**src/dem_pkg.sv**
```systemverilog
// Constants shared by the device-enable mirror block and its helpers.
// Assumes configuration offsets are byte addresses of aligned dwords.
package dem_pkg;
	localparam int CFG_DATA_W = 32;
	localparam int CFG_BE_W = 4;
	localparam int CFG_OFF_W = 8;
	localparam int CFG_BUS_W = 8;
	localparam int CFG_DEV_W = 5;
	localparam int CFG_FUNC_W = 3;
	localparam int SUBCLASS_W = 8;

	localparam logic [CFG_BUS_W-1:0] OWN_BUS = 8'h00;
	localparam logic [CFG_DEV_W-1:0] GFX_DEV = 5'h02;
	localparam logic [CFG_FUNC_W-1:0] GFX_FN0 = 3'h0;

	localparam logic [CFG_OFF_W-1:0] OFF_MIRROR = 8'h54;
	localparam logic [CFG_OFF_W-1:0] OFF_SCRATCH = 8'h58;
	localparam int DWORD_LSB = 2;

	localparam int BIT_HOST = 0;
	localparam int BIT_PORT = 1;
	localparam int BIT_FN0 = 3;
	localparam int BIT_FN1 = 4;

	localparam logic [CFG_DATA_W-1:0] MIRROR_RST = 32'h0000_001b;
	localparam logic [CFG_DATA_W-1:0] MIRROR_WR_MASK = 32'h0000_001a;
	localparam logic [CFG_DATA_W-1:0] MIRROR_HARD_ONE = 32'h0000_0001;
	localparam logic [CFG_DATA_W-1:0] SCRATCH_RST = 32'h0000_0000;
	localparam logic [CFG_DATA_W-1:0] RDATA_NONE = 32'h0000_0000;

	localparam logic [SUBCLASS_W-1:0] SUBCLASS_VGA = 8'h00;
	localparam logic [SUBCLASS_W-1:0] SUBCLASS_OTHER = 8'h80;
endpackage

```
**src/dem_acc_if.sv**
```systemverilog
// Decoded configuration access passed from the decoder to the register bank.
// Assumes both ends sit in the same clock domain.
interface dem_acc_if;
	logic                            take;
	logic                            write;
	logic                            hit_mirror;
	logic                            hit_scratch;
	logic [dem_pkg::CFG_BE_W-1:0]    be;
	logic [dem_pkg::CFG_DATA_W-1:0]  wdata;

	modport decoder (
		output take,
		output write,
		output hit_mirror,
		output hit_scratch,
		output be,
		output wdata
	);
	modport regs (
		input take,
		input write,
		input hit_mirror,
		input hit_scratch,
		input be,
		input wdata
	);
endinterface

```
**src/dem_byte_merge.sv**
```systemverilog
// Byte-lane merge of write data over an old register value.
// Assumes byte enables are active high, one per lane.
module dem_byte_merge #(
	parameter int BYTES = dem_pkg::CFG_BE_W
) (
	input  wire logic [8*BYTES-1:0] old_value,
	input  wire logic [8*BYTES-1:0] wdata,
	input  wire logic [BYTES-1:0]   be,
	output logic      [8*BYTES-1:0] merged
);
	for (genvar i = 0; i < BYTES; i++) begin : g_lane
		assign merged[8*i +: 8] = be[i] ? wdata[8*i +: 8] : old_value[8*i +: 8];
	end
endmodule

```
**src/dem_cfg_decode.sv**
```systemverilog
// Configuration cycle decoder for the mirror and scratch registers.
// Assumes requests are one-cycle strobes synchronous to the clock.
module dem_cfg_decode (
	input  wire logic                              cfg_valid,
	input  wire logic                              cfg_write,
	input  wire logic [dem_pkg::CFG_BUS_W-1:0]     cfg_bus,
	input  wire logic [dem_pkg::CFG_DEV_W-1:0]     cfg_dev,
	input  wire logic [dem_pkg::CFG_FUNC_W-1:0]    cfg_func,
	input  wire logic [dem_pkg::CFG_OFF_W-1:0]     cfg_offset,
	input  wire logic [dem_pkg::CFG_BE_W-1:0]      cfg_be,
	input  wire logic [dem_pkg::CFG_DATA_W-1:0]    cfg_wdata,
	input  wire logic                              fn0_visible,
	dem_acc_if.decoder                             acc
);
	function automatic logic same_dword(
		input logic [dem_pkg::CFG_OFF_W-1:0] a,
		input logic [dem_pkg::CFG_OFF_W-1:0] b
	);
		same_dword = a[dem_pkg::CFG_OFF_W-1:dem_pkg::DWORD_LSB]
			== b[dem_pkg::CFG_OFF_W-1:dem_pkg::DWORD_LSB];
	endfunction

	logic our_func;

	// A hidden function claims nothing, so enumeration never finds it.
	assign our_func = cfg_valid && fn0_visible
		&& cfg_bus == dem_pkg::OWN_BUS
		&& cfg_dev == dem_pkg::GFX_DEV
		&& cfg_func == dem_pkg::GFX_FN0;
	assign acc.hit_mirror = our_func
		&& same_dword(cfg_offset, dem_pkg::OFF_MIRROR);
	assign acc.hit_scratch = our_func
		&& same_dword(cfg_offset, dem_pkg::OFF_SCRATCH);
	assign acc.take = acc.hit_mirror || acc.hit_scratch;
	assign acc.write = cfg_write;
	assign acc.be = cfg_be;
	assign acc.wdata = cfg_wdata;
endmodule

```
**src/dem_top.sv**
```systemverilog
// Device-enable mirror and software scratch registers of graphics function 0.
// Assumes one clock, synchronous straps, and requests as one-cycle strobes.
//
// Functional notes
// - VGA decode on: claim legacy VGA cycles, report sub-class 00.
// - VGA decode off: claim no VGA cycles, report sub-class 80.
// - Bit 4 enables graphics function 1; resets to 1.
// - Function 1 is hidden whenever function 0 is hidden.
// - Bit 3 enables graphics function 0; resets to 1.
// - Without graphics capability, function 0 stays hidden regardless of bit 3.
// - Bit 1 clear hides the port, gates its clock, asserts its reset.
// - Reset clears port enable if capability absent or strap combination says so.
// - Bit 0, the host bridge, always reads 1.
// - Mirror at 54h, 32 bits, resets 0000001Bh, unused bits read 0.
// - Trusted mode makes every writable mirror bit read-only.
// - Scratch at 58h, 32 bits, read-write, no effect, resets to 0.
module dem_top (
	input  wire logic                              clk,
	input  wire logic                              rst_n,
	input  wire logic                              cap_gfx_present,
	input  wire logic                              cap_port_present,
	input  wire logic                              strap_serial_video,
	input  wire logic                              strap_concurrent,
	input  wire logic                              trusted_mode,
	input  wire logic                              vga_decode_off,
	input  wire logic                              vga_cycle,
	input  wire logic                              cfg_valid,
	input  wire logic                              cfg_write,
	input  wire logic [dem_pkg::CFG_BUS_W-1:0]     cfg_bus,
	input  wire logic [dem_pkg::CFG_DEV_W-1:0]     cfg_dev,
	input  wire logic [dem_pkg::CFG_FUNC_W-1:0]    cfg_func,
	input  wire logic [dem_pkg::CFG_OFF_W-1:0]     cfg_offset,
	input  wire logic [dem_pkg::CFG_BE_W-1:0]      cfg_be,
	input  wire logic [dem_pkg::CFG_DATA_W-1:0]    cfg_wdata,
	output logic                                   cfg_done,
	output logic                                   cfg_claimed,
	output logic      [dem_pkg::CFG_DATA_W-1:0]    cfg_rdata,
	output logic                                   host_visible,
	output logic                                   port_visible,
	output logic                                   port_clk_en,
	output logic                                   port_internal_reset_n,
	output logic                                   gfx_fn0_visible,
	output logic                                   gfx_fn1_visible,
	output logic                                   vga_claim,
	output logic      [dem_pkg::SUBCLASS_W-1:0]    gfx_subclass
);
	dem_acc_if acc ();

	logic [dem_pkg::CFG_DATA_W-1:0]   mirror;
	logic [dem_pkg::CFG_DATA_W-1:0]   scratch;
	logic                             gfx_cap;
	logic [dem_pkg::CFG_DATA_W-1:0]   mirror_view;
	logic [dem_pkg::CFG_DATA_W-1:0]   mirror_merged;
	logic [dem_pkg::CFG_DATA_W-1:0]   scratch_merged;
	logic [dem_pkg::CFG_DATA_W-1:0]   next_mirror;
	logic [dem_pkg::CFG_DATA_W-1:0]   next_scratch;
	logic [dem_pkg::CFG_DATA_W-1:0]   reset_mirror;
	logic [dem_pkg::CFG_DATA_W-1:0]   read_sel;
	logic                             port_strap_off;
	logic                             mirror_wr;
	logic                             scratch_wr;
	logic                             gfx_fn0_on;
	logic                             gfx_fn1_on;
	logic                             gfx_port_on;
	logic                             fn0_live;

	dem_cfg_decode u_decode (
		.cfg_valid   (cfg_valid),
		.cfg_write   (cfg_write),
		.cfg_bus     (cfg_bus),
		.cfg_dev     (cfg_dev),
		.cfg_func    (cfg_func),
		.cfg_offset  (cfg_offset),
		.cfg_be      (cfg_be),
		.cfg_wdata   (cfg_wdata),
		.fn0_visible (fn0_live),
		.acc         (acc.decoder)
	);

	dem_byte_merge #(
		.BYTES (dem_pkg::CFG_BE_W)
	) u_merge_mirror (
		.old_value (mirror),
		.wdata     (acc.wdata),
		.be        (acc.be),
		.merged    (mirror_merged)
	);

	dem_byte_merge #(
		.BYTES (dem_pkg::CFG_BE_W)
	) u_merge_scratch (
		.old_value (scratch),
		.wdata     (acc.wdata),
		.be        (acc.be),
		.merged    (scratch_merged)
	);

	// The strap pair is only looked at while reset is held, so later
	// strap movement cannot change which devices exist.
	assign port_strap_off = !cap_port_present
		|| (strap_serial_video && !strap_concurrent);
	assign reset_mirror = port_strap_off
		? (dem_pkg::MIRROR_RST & ~(dem_pkg::MIRROR_HARD_ONE << dem_pkg::BIT_PORT))
		: dem_pkg::MIRROR_RST;

	// Field bits of the mirror.
	assign gfx_fn0_on = mirror[dem_pkg::BIT_FN0];
	assign gfx_fn1_on = mirror[dem_pkg::BIT_FN1];
	assign gfx_port_on = mirror[dem_pkg::BIT_PORT];

	// Capability overrides the enable bit without altering what it reads.
	assign fn0_live = gfx_fn0_on && gfx_cap;

	// Only the three enable bits are stored; bit 0 is forced and every
	// other bit is masked so reserved positions read zero.
	assign mirror_view = (mirror & dem_pkg::MIRROR_WR_MASK)
		| dem_pkg::MIRROR_HARD_ONE;

	// Writes into the mirror are dropped while trusted mode holds.
	assign mirror_wr = acc.take && acc.write && acc.hit_mirror && !trusted_mode;
	assign scratch_wr = acc.take && acc.write && acc.hit_scratch;

	assign next_mirror = mirror_wr
		? (mirror_merged & dem_pkg::MIRROR_WR_MASK) | dem_pkg::MIRROR_HARD_ONE
		: mirror;
	assign next_scratch = scratch_wr ? scratch_merged : scratch;

	assign read_sel = acc.hit_mirror ? mirror_view
		: acc.hit_scratch ? scratch
		: dem_pkg::RDATA_NONE;

	always_ff @(posedge clk) begin
		if (!rst_n) begin
			mirror <= reset_mirror;
			scratch <= dem_pkg::SCRATCH_RST;
			gfx_cap <= cap_gfx_present;
		end else begin
			mirror <= next_mirror;
			scratch <= next_scratch;
		end
	end

	// Answer one cycle after every request; unclaimed ones read zero.
	always_ff @(posedge clk) begin
		if (!rst_n) begin
			cfg_done <= 1'b0;
			cfg_claimed <= 1'b0;
			cfg_rdata <= dem_pkg::RDATA_NONE;
		end else begin
			cfg_done <= cfg_valid;
			cfg_claimed <= acc.take;
			cfg_rdata <= (acc.take && !acc.write) ? read_sel : dem_pkg::RDATA_NONE;
		end
	end

	// Visibility and port control are registered so glitches on the
	// capability path never reach the port's clock gate or reset.
	always_ff @(posedge clk) begin
		if (!rst_n) begin
			host_visible <= 1'b0;
			port_visible <= 1'b0;
			port_clk_en <= 1'b0;
			port_internal_reset_n <= 1'b0;
			gfx_fn0_visible <= 1'b0;
			gfx_fn1_visible <= 1'b0;
		end else begin
			host_visible <= mirror_view[dem_pkg::BIT_HOST];
			port_visible <= gfx_port_on;
			port_clk_en <= gfx_port_on;
			port_internal_reset_n <= gfx_port_on;
			gfx_fn0_visible <= fn0_live;
			gfx_fn1_visible <= gfx_fn1_on && fn0_live;
		end
	end

	// Legacy VGA claim; a hidden function 0 claims nothing either.
	always_ff @(posedge clk) begin
		if (!rst_n) begin
			vga_claim <= 1'b0;
			gfx_subclass <= dem_pkg::SUBCLASS_VGA;
		end else begin
			vga_claim <= vga_cycle && !vga_decode_off && fn0_live;
			gfx_subclass <= vga_decode_off
				? dem_pkg::SUBCLASS_OTHER
				: dem_pkg::SUBCLASS_VGA;
		end
	end
endmodule

```
**config.mk**
```make
export PLATFORM = sky130hd
export DESIGN_NAME = dem_top
export DESIGN_NICKNAME = d
export VERILOG_FILES = /design/src/dem_pkg.sv /design/src/dem_acc_if.sv /design/src/dem_byte_merge.sv /design/src/dem_cfg_decode.sv /design/src/dem_top.sv
export SDC_FILE = /design/constraint.sdc
export NUM_CORES = 1
export LEC_CHECK = 0
export BUFFER_PORTS_ARGS = -buffer_cell sky130_fd_sc_hd__buf_2
export CELL_PAD_IN_SITES_DETAIL_PLACEMENT = 1
export CELL_PAD_IN_SITES_GLOBAL_PLACEMENT = 1
export CORE_ASPECT_RATIO = 0.8
export CORE_MARGIN = 2
export CORE_UTILIZATION = 31
export CTS_CLUSTER_SIZE = 10
export DETAILED_ROUTE_END_ITERATION = 8
export GPL_ROUTABILITY_DRIVEN = 0
export MAX_ROUTING_LAYER = met4
export PLACE_DENSITY = 0.72
export SLEW_MARGIN = 20
export SYNTH_ARGS = -nofsm -noshare
export SYNTH_HDL_FRONTEND = slang
export SYNTH_SLANG_ARGS = --single-unit
```
**constraint.sdc**
```tcl
create_clock -name clk -period 1.75 [get_ports clk]
set_input_delay 0.2625 -clock clk [delete_from_list [all_inputs] [get_ports clk]]
set_output_delay 0.2625 -clock clk [all_outputs]
set_load 0.01 [all_outputs]
```
==> results of run 1 <==
==> path summary, 6_finish.rpt <==
check | from | endpoint | slack, ps | cells past startpoint
setup reg to reg | mirror[3]$_SDFFCE_PN1P_ | cfg_rdata[8]$_SDFF_PP0_ | 220 | 5
hold reg to reg | scratch[27]$_SDFFE_PN0P_ | cfg_rdata[27]$_SDFF_PP0_ | 440 | 1
hold / removal | cap_gfx_present | gfx_cap$_DFFE_PN_ | 110 | 1
setup / recovery | mirror[3]$_SDFFCE_PN1P_ | cfg_rdata[8]$_SDFF_PP0_ | 220 | 5
==> power groups by stage <==
| stage | Sequential (mW) | Combinational [mW] | Clock (mW) |
|---|---|---|---|
| 5_1_grt | 1.77 | 0.199 | 2.09 |
| 2_1_floorplan | 1.81 | 0.0713 | 0 |
| 3_5_place_dp | 1.81 | 0.183 | 0 |
| 3_3_place_gp | 1.81 | 0.180 | 0 |
| 6_report | 1.77 | 0.181 | 1.94 |
| 4_1_cts | 1.77 | 0.184 | 2.00 |
==> metrics by stage <==
stage	instance area (um2)	setup WS [ps]	hold slack [ps]
global route	3780	108	103
global placement	3470	-4.36	428
detailed placement	3470	-14.6	434
CTS	3780	178	105
floorplan	2830	34.4	290
finish	3780	217	115
==> cell families after synthesis <==
family,synth area share [%]
other,0.133
flip-flops,55.6
AO/OA/AOI/OAI,13.2
buffers and inverters,6.28
AND/OR/NAND/NOR,24.8
==> per-layer routing <==
metal	up-vias	wire length, um	share of wire, %	global-route usage, %
met2	86	3470	47	26.7
met3	10	462	6.2	5.02
li1	1197	-	-	-
met4	0	97	1.3	5.23
met5	-	0	0	-
met1	1154	3370	46	18.4
==> area by class of cell <==
class,instances,area [um2]
fillers,1041,5140
repair buffers,122,653
clock buffers,10,229
multi-input cells,183,1100
well taps,115,144
flip-flops and latches,76,1560
clock inverters,6,87.6
inverters,2,7.51
==> worst max-delay path, stage by stage (launching register included) <==
cell	delay (ps)
edfxtp_1	340
and4bb_2	270
nand4_4	150
nor4_4	310
buf_4	230
and2_1	160
==> placed cells by master (no fill, tap or decap), drive strengths merged, types with 3 or more instances in the layout <==
cell type and count:
a21oi 34, and2 37, and4 5, buf 122, clkbuf 10, conb 7, dfxtp 72, edfxtp 4
inv 3, nand2 6, nand3 33, nand4 5, nor2 4, o21ai 34
==> flip-flops by register name, indices dropped and copies added, names as in the netlist <==
signal                 flops
gfx_fn1_visible            1
gfx_subclass               1
scratch                   32
gfx_cap                    1
host_visible               1
cfg_rdata                 32
gfx_fn0_visible            1
cfg_claimed                1
cfg_done                   1
mirror                     3
port_internal_reset_n      1
vga_claim                  1
==> impl_metrics.csv, run 1 <==
group,metric,value,unit
synthesis,synth.top_cells.by_count,"72 x dfxtp_1, 37 x and2_1, 34 x a21oi_1, 34 x o21ai_0, 33 x nand3_1",
cells_and_area,drive_gt1_share,36.3,%
power,comb_power_share,4.7,%
synthesis,yosysTopAreaCellShare,51.3,%
power,power_frac_seq,45.4,%
floorplanning,dieArea,0.00985,mm2
synthesis,async_flop_share,0,%
timing,hold_viol_final,0,
power,power_frac_clock,49.9,%
drt,avgRoutedWirePerCell,14.4,um
floorplanning,pin_count,120,
timing,finalCriticalPeriod,1530,ps
floorplanning,die_h,89.2,um
run_status,status,"complete, no violations",
cells_and_area,n_antenna_cell,0,
timing,finalCritPeriodShare,87.6,%
synthesis,synthesis.area,0.00281,mm2
power,total_power,3.89,mW
worst_setup_path,worstPathArrival,1800,ps
clock_network,cts_hold_buf,0,
clock_network,postCtsResizedCells,0,
drt,drt-pass1-iter-count,4,
cells_and_area,final_nets,465,
timing,max_freq,652,MHz
grt,antenna_found_initial,0,
drt,drtIter0Drc,72,
grt,grt_pass1_wl,11.9,mm
drt,drtAntennaViolNets,0,
cells_and_area,final_util,42.4,%
drt,drt-total-wl,7.40,mm
clock_network,clkLatencyLatePin,320,ps
synthesis,syn_inst,283,
synthesis,yosysSeqAreaShare,55.6,%
power,intPower,3.10,mW
placement,place_inst,498,
floorplanning,core,0.00892,mm2
clock_network,cts-htree-levels,3,
synthesis,synth_top_area_cell,"dfxtp_1",
floorplanning,rows,31,
clock_network,cts_root_buf,"clkbuf_16",
synthesis,synth_top_cells_by_area,"dfxtp_1 51%, and2_1 8.2%, a21oi_1 6.1%, o21ai_0 6.1%, nand3_1 5.9%",
power,leakage,1.64,nW
clock_network,clk_path_buf_depth,2,
worst_setup_path,crit_type,"reg -> reg",
timing,slew_violations,0,
timing,setup_tns,0,ps
placement,hpwl,5.59,mm
power,swShare,20.4,%
worst_setup_path,crit_required,2010,ps
worst_setup_path,endpoint_kind,"register",
synthesis,ys.warnings.count,0,
clock_network,cts_tree,"yes",
drt,via_per_inst,4.76,
grt,grt.overflow.total,0,
synthesis,synth_ff_type,"dfxtp_1",
timing,finalSetupViolCount,0,
synthesis,synth_cell_types,31,
grt,grt.total_usage,15.9,%
grt,grt_max_degree,25,
clock_network,cts_buffers,9,
floorplanning,die-width,110,um
power,irDropWorstVdd,0.000460,V
min_path,worstHoldPathType,"in -> reg",
synthesis,synth_edf_count,4,
synthesis,avgSynthCellArea,9.93,um2
synthesis,synth-seq-cells,76,
cells_and_area,fin_cells,514,
drt,drc,0,
grt,grt_pass1_vias,2515,
timing,clock_skew,3.48,ps
placement,io_buffers,110,
clock_network,post_cts_buffers,0,
drt,num_vias,2447,
flow_run,cap_violations,0,
worst_setup_path,startpoint_type,"register",
clock_network,cts.sinks,76,
power,cellPowerDensity,1030,mW/mm2
synthesis,synth_most_common_cell,"dfxtp_1",
floorplanning,start_util,31.5,%
cells_and_area,area_growth,34.6,%
timing,rsz0062_at_grt,"no",
power,p_sw,795,uW
worst_setup_path,crit_fanout,16,
clock_network,clk_pin_slew_worst_paths,60,ps
Power figures use the tool's default switching activity.
==> inputs of run 2 (changes only) <==
Settings changed: ABC_AREA set to 1, SETUP_SLACK_MARGIN set to 0.02.
==> impl_metrics.csv, run 2 <==
group,metric,value,unit
synthesis,synth_mux_area_share,0,%
cells_and_area,top_regs,"cfg_rdata x32, scratch x32, mirror x3",
timing,clock_skew,10.1,ps
cells_and_area,final_nets,620,
power,irDropWorstVdd,0.000583,V
cells_and_area,area_growth,34.3,%
synthesis,synth_edf_count,4,
synthesis,synth_ff_type,"dfxtp_1",
cells_and_area,n_antenna_cell,0,
placement,io_buffers,110,
placement,place_area,0.00404,mm2
worst_setup_path,critPathBufInv,3,
cells_and_area,drive_gt1_share,32.7,%
cells_and_area,layout_commonest_cell,"buf_2",
synthesis,synth.top_cells.by_count,"102 x inv_1, 79 x nand2_1, 72 x dfxtp_1, 56 x nor2_1, 29 x nand4_1",
synthesis,synth_top_cells_by_area,"dfxtp_1 44%, inv_1 12%, nand2_1 9.0%, nor2_4 7.2%, nor2_1 6.4%",
floorplanning,rows,33,
timing,finalCritPeriodShare,89.5,%
worst_setup_path,reg2reg_depth,11,
power,swShare,22.3,%
synthesis,synth_most_common_cell,"inv_1",
power,power_frac_seq,46.4,%
worst_setup_path,endpoint_kind,"register",
synthesis,synth-seq-cells,76,
placement,place_inst,675,
synthesis,synthSimpleGateAreaFrac,32.0,%
grt,grt_pass1_vias,2876,
synthesis,yosysTopAreaCellShare,44.0,%
timing,slew_violations,0,
cells_and_area,fin_cells,694,
worst_setup_path,startpoint_type,"register",
clock_network,cts.sinks,76,
worst_setup_path,worstPathArrival,1830,ps
worst_setup_path,crit_type,"reg -> reg",
drt,drc,0,
synthesis,synth_xor_area_share,0,%
timing,finalSetupViolCount,0,
floorplanning,die-width,119,um
worst_setup_path,crit_required,2010,ps
timing,max_freq,639,MHz
grt,grt.total_usage,15.8,%
min_path,hold_path_depth,2,
worst_setup_path,regToRegSetupSlack,180,ps
grt,grt.overflow.total,0,
clock_network,cts_buffers,9,
timing,rsz0062_at_grt,"no",
floorplanning,start_util,31.9,%
synthesis,synthesis.area,0.00328,mm2
worst_setup_path,critical_path.max_stage_delay,330,ps
timing,setup_tns,0,ps
flow_run,cap_violations,0,
grt,grt_max_degree,21,
synthesis,ys.warnings.count,0,
worst_setup_path,cp_top_family,"simple AND/OR/NAND/NOR gates",
drt,drtIter0Drc,90,
clock_network,cts_root_buf,"clkbuf_16",
power,comb_power_share,6.0,%
power,p_sw,850,uW
grt,antenna_found_initial,0,
grt,grt_pass1_wl,13.9,mm
timing,hold_ws,105,ps
synthesis,yosysSeqAreaShare,47.6,%
floorplanning,core,0.0103,mm2
worst_setup_path,crit_top_cell,"nor2_4",
min_path,worstHoldPathType,"in -> reg",
drt,num_vias,2854,
worst_setup_path,r2r-end,"cfg_rdata[26]$_SDFF_PP0_",
power,cellPowerDensity,866,mW/mm2
clock_network,cts-htree-levels,3,
synthesis,synth_top_family_by_area,"simple AND/OR/NAND/NOR gates",
clock_network,clkLatencyLatePin,330,ps
synthesis,synth_top_area_cell,"dfxtp_1",
min_path,min_from,"vga_decode_off",
timing,finalCriticalPeriod,1570,ps
power,power_frac_clock,47.6,%
run_status,status,"complete, no violations",
cells_and_area,final_cell_mix,"110 x buf_2, 102 x inv_1, 77 x nand2_1",
timing,hold_viol_final,0,
synthesis,synth_cell_types,25,
synthesis,syn_inst,427,
floorplanning,dieArea,0.0114,mm2
worst_setup_path,crit_fanout,10,
worst_setup_path,worstPathCellList,"nand2_1, inv_2, nand2_2, nor2_4, inv_2, nor2_8, nand2_4, nor2_4, nand3_4, buf_12, nor2_4",
power,intPower,2.96,mW
drt,drtAntennaViolNets,0,
drt,drt-pass1-iter-count,4,
drt,via_per_inst,4.11,
synthesis,avgSynthCellArea,7.68,um2
drt,avgRoutedWirePerCell,12.0,um
placement,hpwl,6.35,mm
synthesis,synth_compound_area_share,3.28,%
cells_and_area,final_area,0.00440,mm2
synthesis,yosys.area_share.adder,0,%
worst_setup_path,r2r-start,"mirror[3]$_SDFFCE_PN1P_",
clock_network,cts_tree,"yes",
floorplanning,die_h,96.0,um
floorplanning,pin_count,120,
worst_setup_path,slowest_stage,"edfxtp_1",
clock_network,clk_path_buf_depth,2,
power,leakage,2.20,nW
clock_network,clk_pin_slew_worst_paths,60,ps
min_path,hold_end,"vga_claim$_SDFF_PN0_",
synthesis,async_flop_share,0,%
drt,drt-total-wl,8.34,mm
[run 2: area by class of cell]
type | count | area, um2
well taps | 140 | 175
clock buffers | 10 | 229
repair buffers | 130 | 772
clock inverters | 6 | 63.8
fillers | 1314 | 5880
flip-flops and latches | 76 | 1560
multi-input cells | 228 | 1210
inverters | 104 | 390
[run 2: stage by stage]
step | utilization, % | power (mW) | worst slack, ps
6_report | 42.8 | 3.81 | 184
5_1_grt | 42.8 | 3.97 | 21.7
4_1_cts | 42.3 | 3.88 | 71.0
2_1_floorplan | - | 1.92 | 77.2
3_3_place_gp | 39.3 | 2.03 | 45.5
3_5_place_dp | 39.3 | 2.03 | -21.1
[run 2: what timing repair did]
item | 4_1_cts | 5_1_grt
setup endpoints to repair | 6 | 12
hold buffers | 0 | 0
pin swaps | 0 | 0
gates cloned | 0 | 1
hold endpoints to repair | 0 | 0
gates resized for setup | 1 | 8
setup buffers | 1 | 1
[run 2: worst max path at each step]
stage               slack (ps)                  endpoint  depth (start not counted)               startpoint
floorplan                   80       mirror[1]$_DFFE_PP_                          8        gfx_cap$_DFFE_PN_
global placement            50  scratch[14]$_SDFFE_PN0P_                         11               cfg_bus[5]
detailed placement         -20   scratch[0]$_SDFFE_PN0P_                          9               cfg_bus[5]
CTS                         70   mirror[3]$_SDFFCE_PN1P_                          9  mirror[3]$_SDFFCE_PN1P_
global route                20  cfg_rdata[12]$_SDFF_PP0_                         11  mirror[3]$_SDFFCE_PN1P_
finish                     180  cfg_rdata[26]$_SDFF_PP0_                         11  mirror[3]$_SDFFCE_PN1P_
[run 2: power groups by stage]
stage	Sequential (mW)	Combinational [mW]	Clock, mW
after detailed placement	1.81	0.229	0
after CTS	1.77	0.230	1.88
final	1.77	0.229	1.82
after floorplan	1.81	0.115	0
after global routing	1.77	0.260	1.95
after global placement	1.81	0.223	0
[run 2: logic make-up (layout without fill, tap and decap cells)]
| logic type | count (synthesis) | after routing |
|---|---|---|
| buf+inv | 129 | 250 |
| compound gates | 21 | 21 |
| other cells | 1 | 7 |
| flops | 76 | 76 |
| simple gates | 200 | 200 |
[run 2: routing by layer]
metal | part of all wire (%) | vias up | GRT usage, %
li1 | - | 1493 | -
met1 | 48 | 1302 | 19.5
met2 | 49 | 57 | 26.9
met3 | 2.8 | 2 | 3.20
met4 | 0.53 | 0 | 4.17
met5 | 0 | - | -
==> inputs of run 3 (changes only) <==
Settings changed: CORE_UTILIZATION 31 to 32, CTS_BUF_LIST set to sky130_fd_sc_hd__clkbuf_8, PLACE_DENSITY 0.72 to 0.74.
==> impl_metrics.csv, run 3 (synthesis results as in run 2) <==
group,metric,value,unit
run_status,status,"complete, no violations",
drt,num_vias,2898,
worst_setup_path,crit_required,1990,ps
drt,drt-total-wl,8.46,mm
min_path,worstHoldPathType,"in -> reg",
timing,max_freq,630,MHz
power,swShare,24.3,%
floorplanning,die-width,117,um
drt,drt-pass1-iter-count,4,
floorplanning,pin_count,120,
power,power_frac_clock,41.1,%
grt,grt_pass1_vias,3027,
worst_setup_path,crit_type,"reg -> reg",
clock_network,cts_tree,"yes",
placement,hpwl,6.46,mm
power,leakage,2.15,nW
worst_setup_path,crit_fanout,10,
timing,rsz0062_at_grt,"yes",
power,irDropWorstVdd,0.000356,V
timing,slew_violations,0,
worst_setup_path,r2r-end,"cfg_rdata[31]$_SDFF_PP0_",
cells_and_area,area_growth,29.7,%
grt,grt.overflow.total,0,
cells_and_area,final_cell_mix,"110 x buf_2, 102 x inv_1, 78 x nand2_1",
min_path,hold_end,"vga_claim$_SDFF_PN0_",
drt,via_per_inst,4.19,
clock_network,clk_pin_slew_worst_paths,80,ps
floorplanning,die_h,94.5,um
grt,grt_pass1_wl,14.0,mm
power,total_power,3.39,mW
power,comb_power_share,6.8,%
clock_network,postCtsResizedCells,0,
worst_setup_path,worstPathArrival,1830,ps
min_path,min_from,"vga_decode_off",
power,cellPowerDensity,797,mW/mm2
cells_and_area,final_nets,618,
floorplanning,dieArea,0.0111,mm2
clock_network,cts_buffers,9,
cells_and_area,layout_commonest_cell,"buf_2",
drt,drtAntennaViolNets,0,
cells_and_area,top_regs,"cfg_rdata x32, scratch x32, mirror x3",
floorplanning,start_util,32.4,%
cells_and_area,n_antenna_cell,0,
cells_and_area,drive_gt1_share,31.9,%
timing,finalSetupViolCount,0,
worst_setup_path,startpoint_type,"register",
flow_run,cap_violations,0,
power,p_sw,822,uW
clock_network,clkLatencyLatePin,350,ps
timing,hold_viol_final,0,
placement,io_buffers,110,
clock_network,cts_root_buf,"clkbuf_8",
drt,drc,0,
clock_network,clk_path_buf_depth,2,
drt,drtIter0Drc,78,
timing,setup_tns,0,ps
timing,finalCritPeriodShare,90.7,%
clock_network,cts.sinks,76,
worst_setup_path,regToRegSetupSlack,160,ps
clock_network,post_cts_buffers,0,
worst_setup_path,reg2reg_depth,11,
grt,grt_max_degree,19,
timing,finalCriticalPeriod,1590,ps
power,power_frac_seq,52.1,%
worst_setup_path,r2r-start,"gfx_cap$_DFFE_PN_",
grt,antenna_found_initial,0,
worst_setup_path,endpoint_kind,"register",
drt,avgRoutedWirePerCell,12.2,um
timing,clock_skew,11.0,ps
min_path,hold_path_depth,2,
floorplanning,rows,33,
grt,grt.total_usage,16.9,%
clock_network,cts-htree-levels,3,
power,intPower,2.57,mW
floorplanning,core,0.0101,mm2
clock_network,cts_hold_buf,0,
==> run 3: per-layer routing <==
metal  GRT usage, %  share of wire (%)
met4           4.90                1.1
met2           28.4                 49
met3           3.66                4.1
met1           20.3                 46
met5              -                  0
==> run 3: metrics by stage <==
step	cells	hold slack, ps	utilization [%]	setup WS, ps	cell area, um2
after CTS	692	67.5	41.8	80.4	4230
after floorplan	433	290	-	77.2	3300
after global routing	692	75.7	42.0	13.3	4250
final	692	84.0	42.0	162	4250
after detailed placement	676	437	39.8	75.1	4020
after global placement	676	425	39.8	95.1	4020
==> run 3: worst max-delay path by stage <==
stage / startpoint / slack [ps] / to
floorplan: gfx_cap$_DFFE_PN_ / 80 / mirror[1]$_DFFE_PP_
global placement: cfg_bus[5] / 100 / cfg_rdata[16]$_SDFF_PP0_
detailed placement: cfg_bus[5] / 80 / cfg_rdata[17]$_SDFF_PP0_
CTS: gfx_cap$_DFFE_PN_ / 80 / scratch[0]$_SDFFE_PN0P_
global route: gfx_cap$_DFFE_PN_ / 10 / cfg_rdata[16]$_SDFF_PP0_
finish: gfx_cap$_DFFE_PN_ / 160 / cfg_rdata[31]$_SDFF_PP0_
==> run 3: critical path: stages, from the launching register on <==
cell and delay (ps):
edfxtp_1 330, nand2_1 80, inv_2 70, nand2_2 50, nor2_2 140, inv_2 80, nor2_8 130, nand2_1 100
buf_4 160, nand3_4 120, buf_12 180, nor2_4 40
==> run 3: final cells by class <==
type                            instances  area (um2)
Clock buffer                           10         138
Clock inverter                          6        70.1
Fill cell                            1319        5860
Inverter                              104         390
Multi-Input combinational cell        228        1200
Sequential cell                        76        1560
Tap cell                              140         175
Timing Repair Buffer                  128         722
==> run 3: power groups by stage <==
| stage | clock, mW | sequential, mW | combinational [mW] |
|---|---|---|---|
| global placement | 0 | 1.81 | 0.222 |
| global route | 1.52 | 1.77 | 0.261 |
| floorplan | 0 | 1.81 | 0.115 |
| detailed placement | 0 | 1.81 | 0.231 |
| CTS | 1.44 | 1.76 | 0.232 |
| finish | 1.39 | 1.76 | 0.230 |
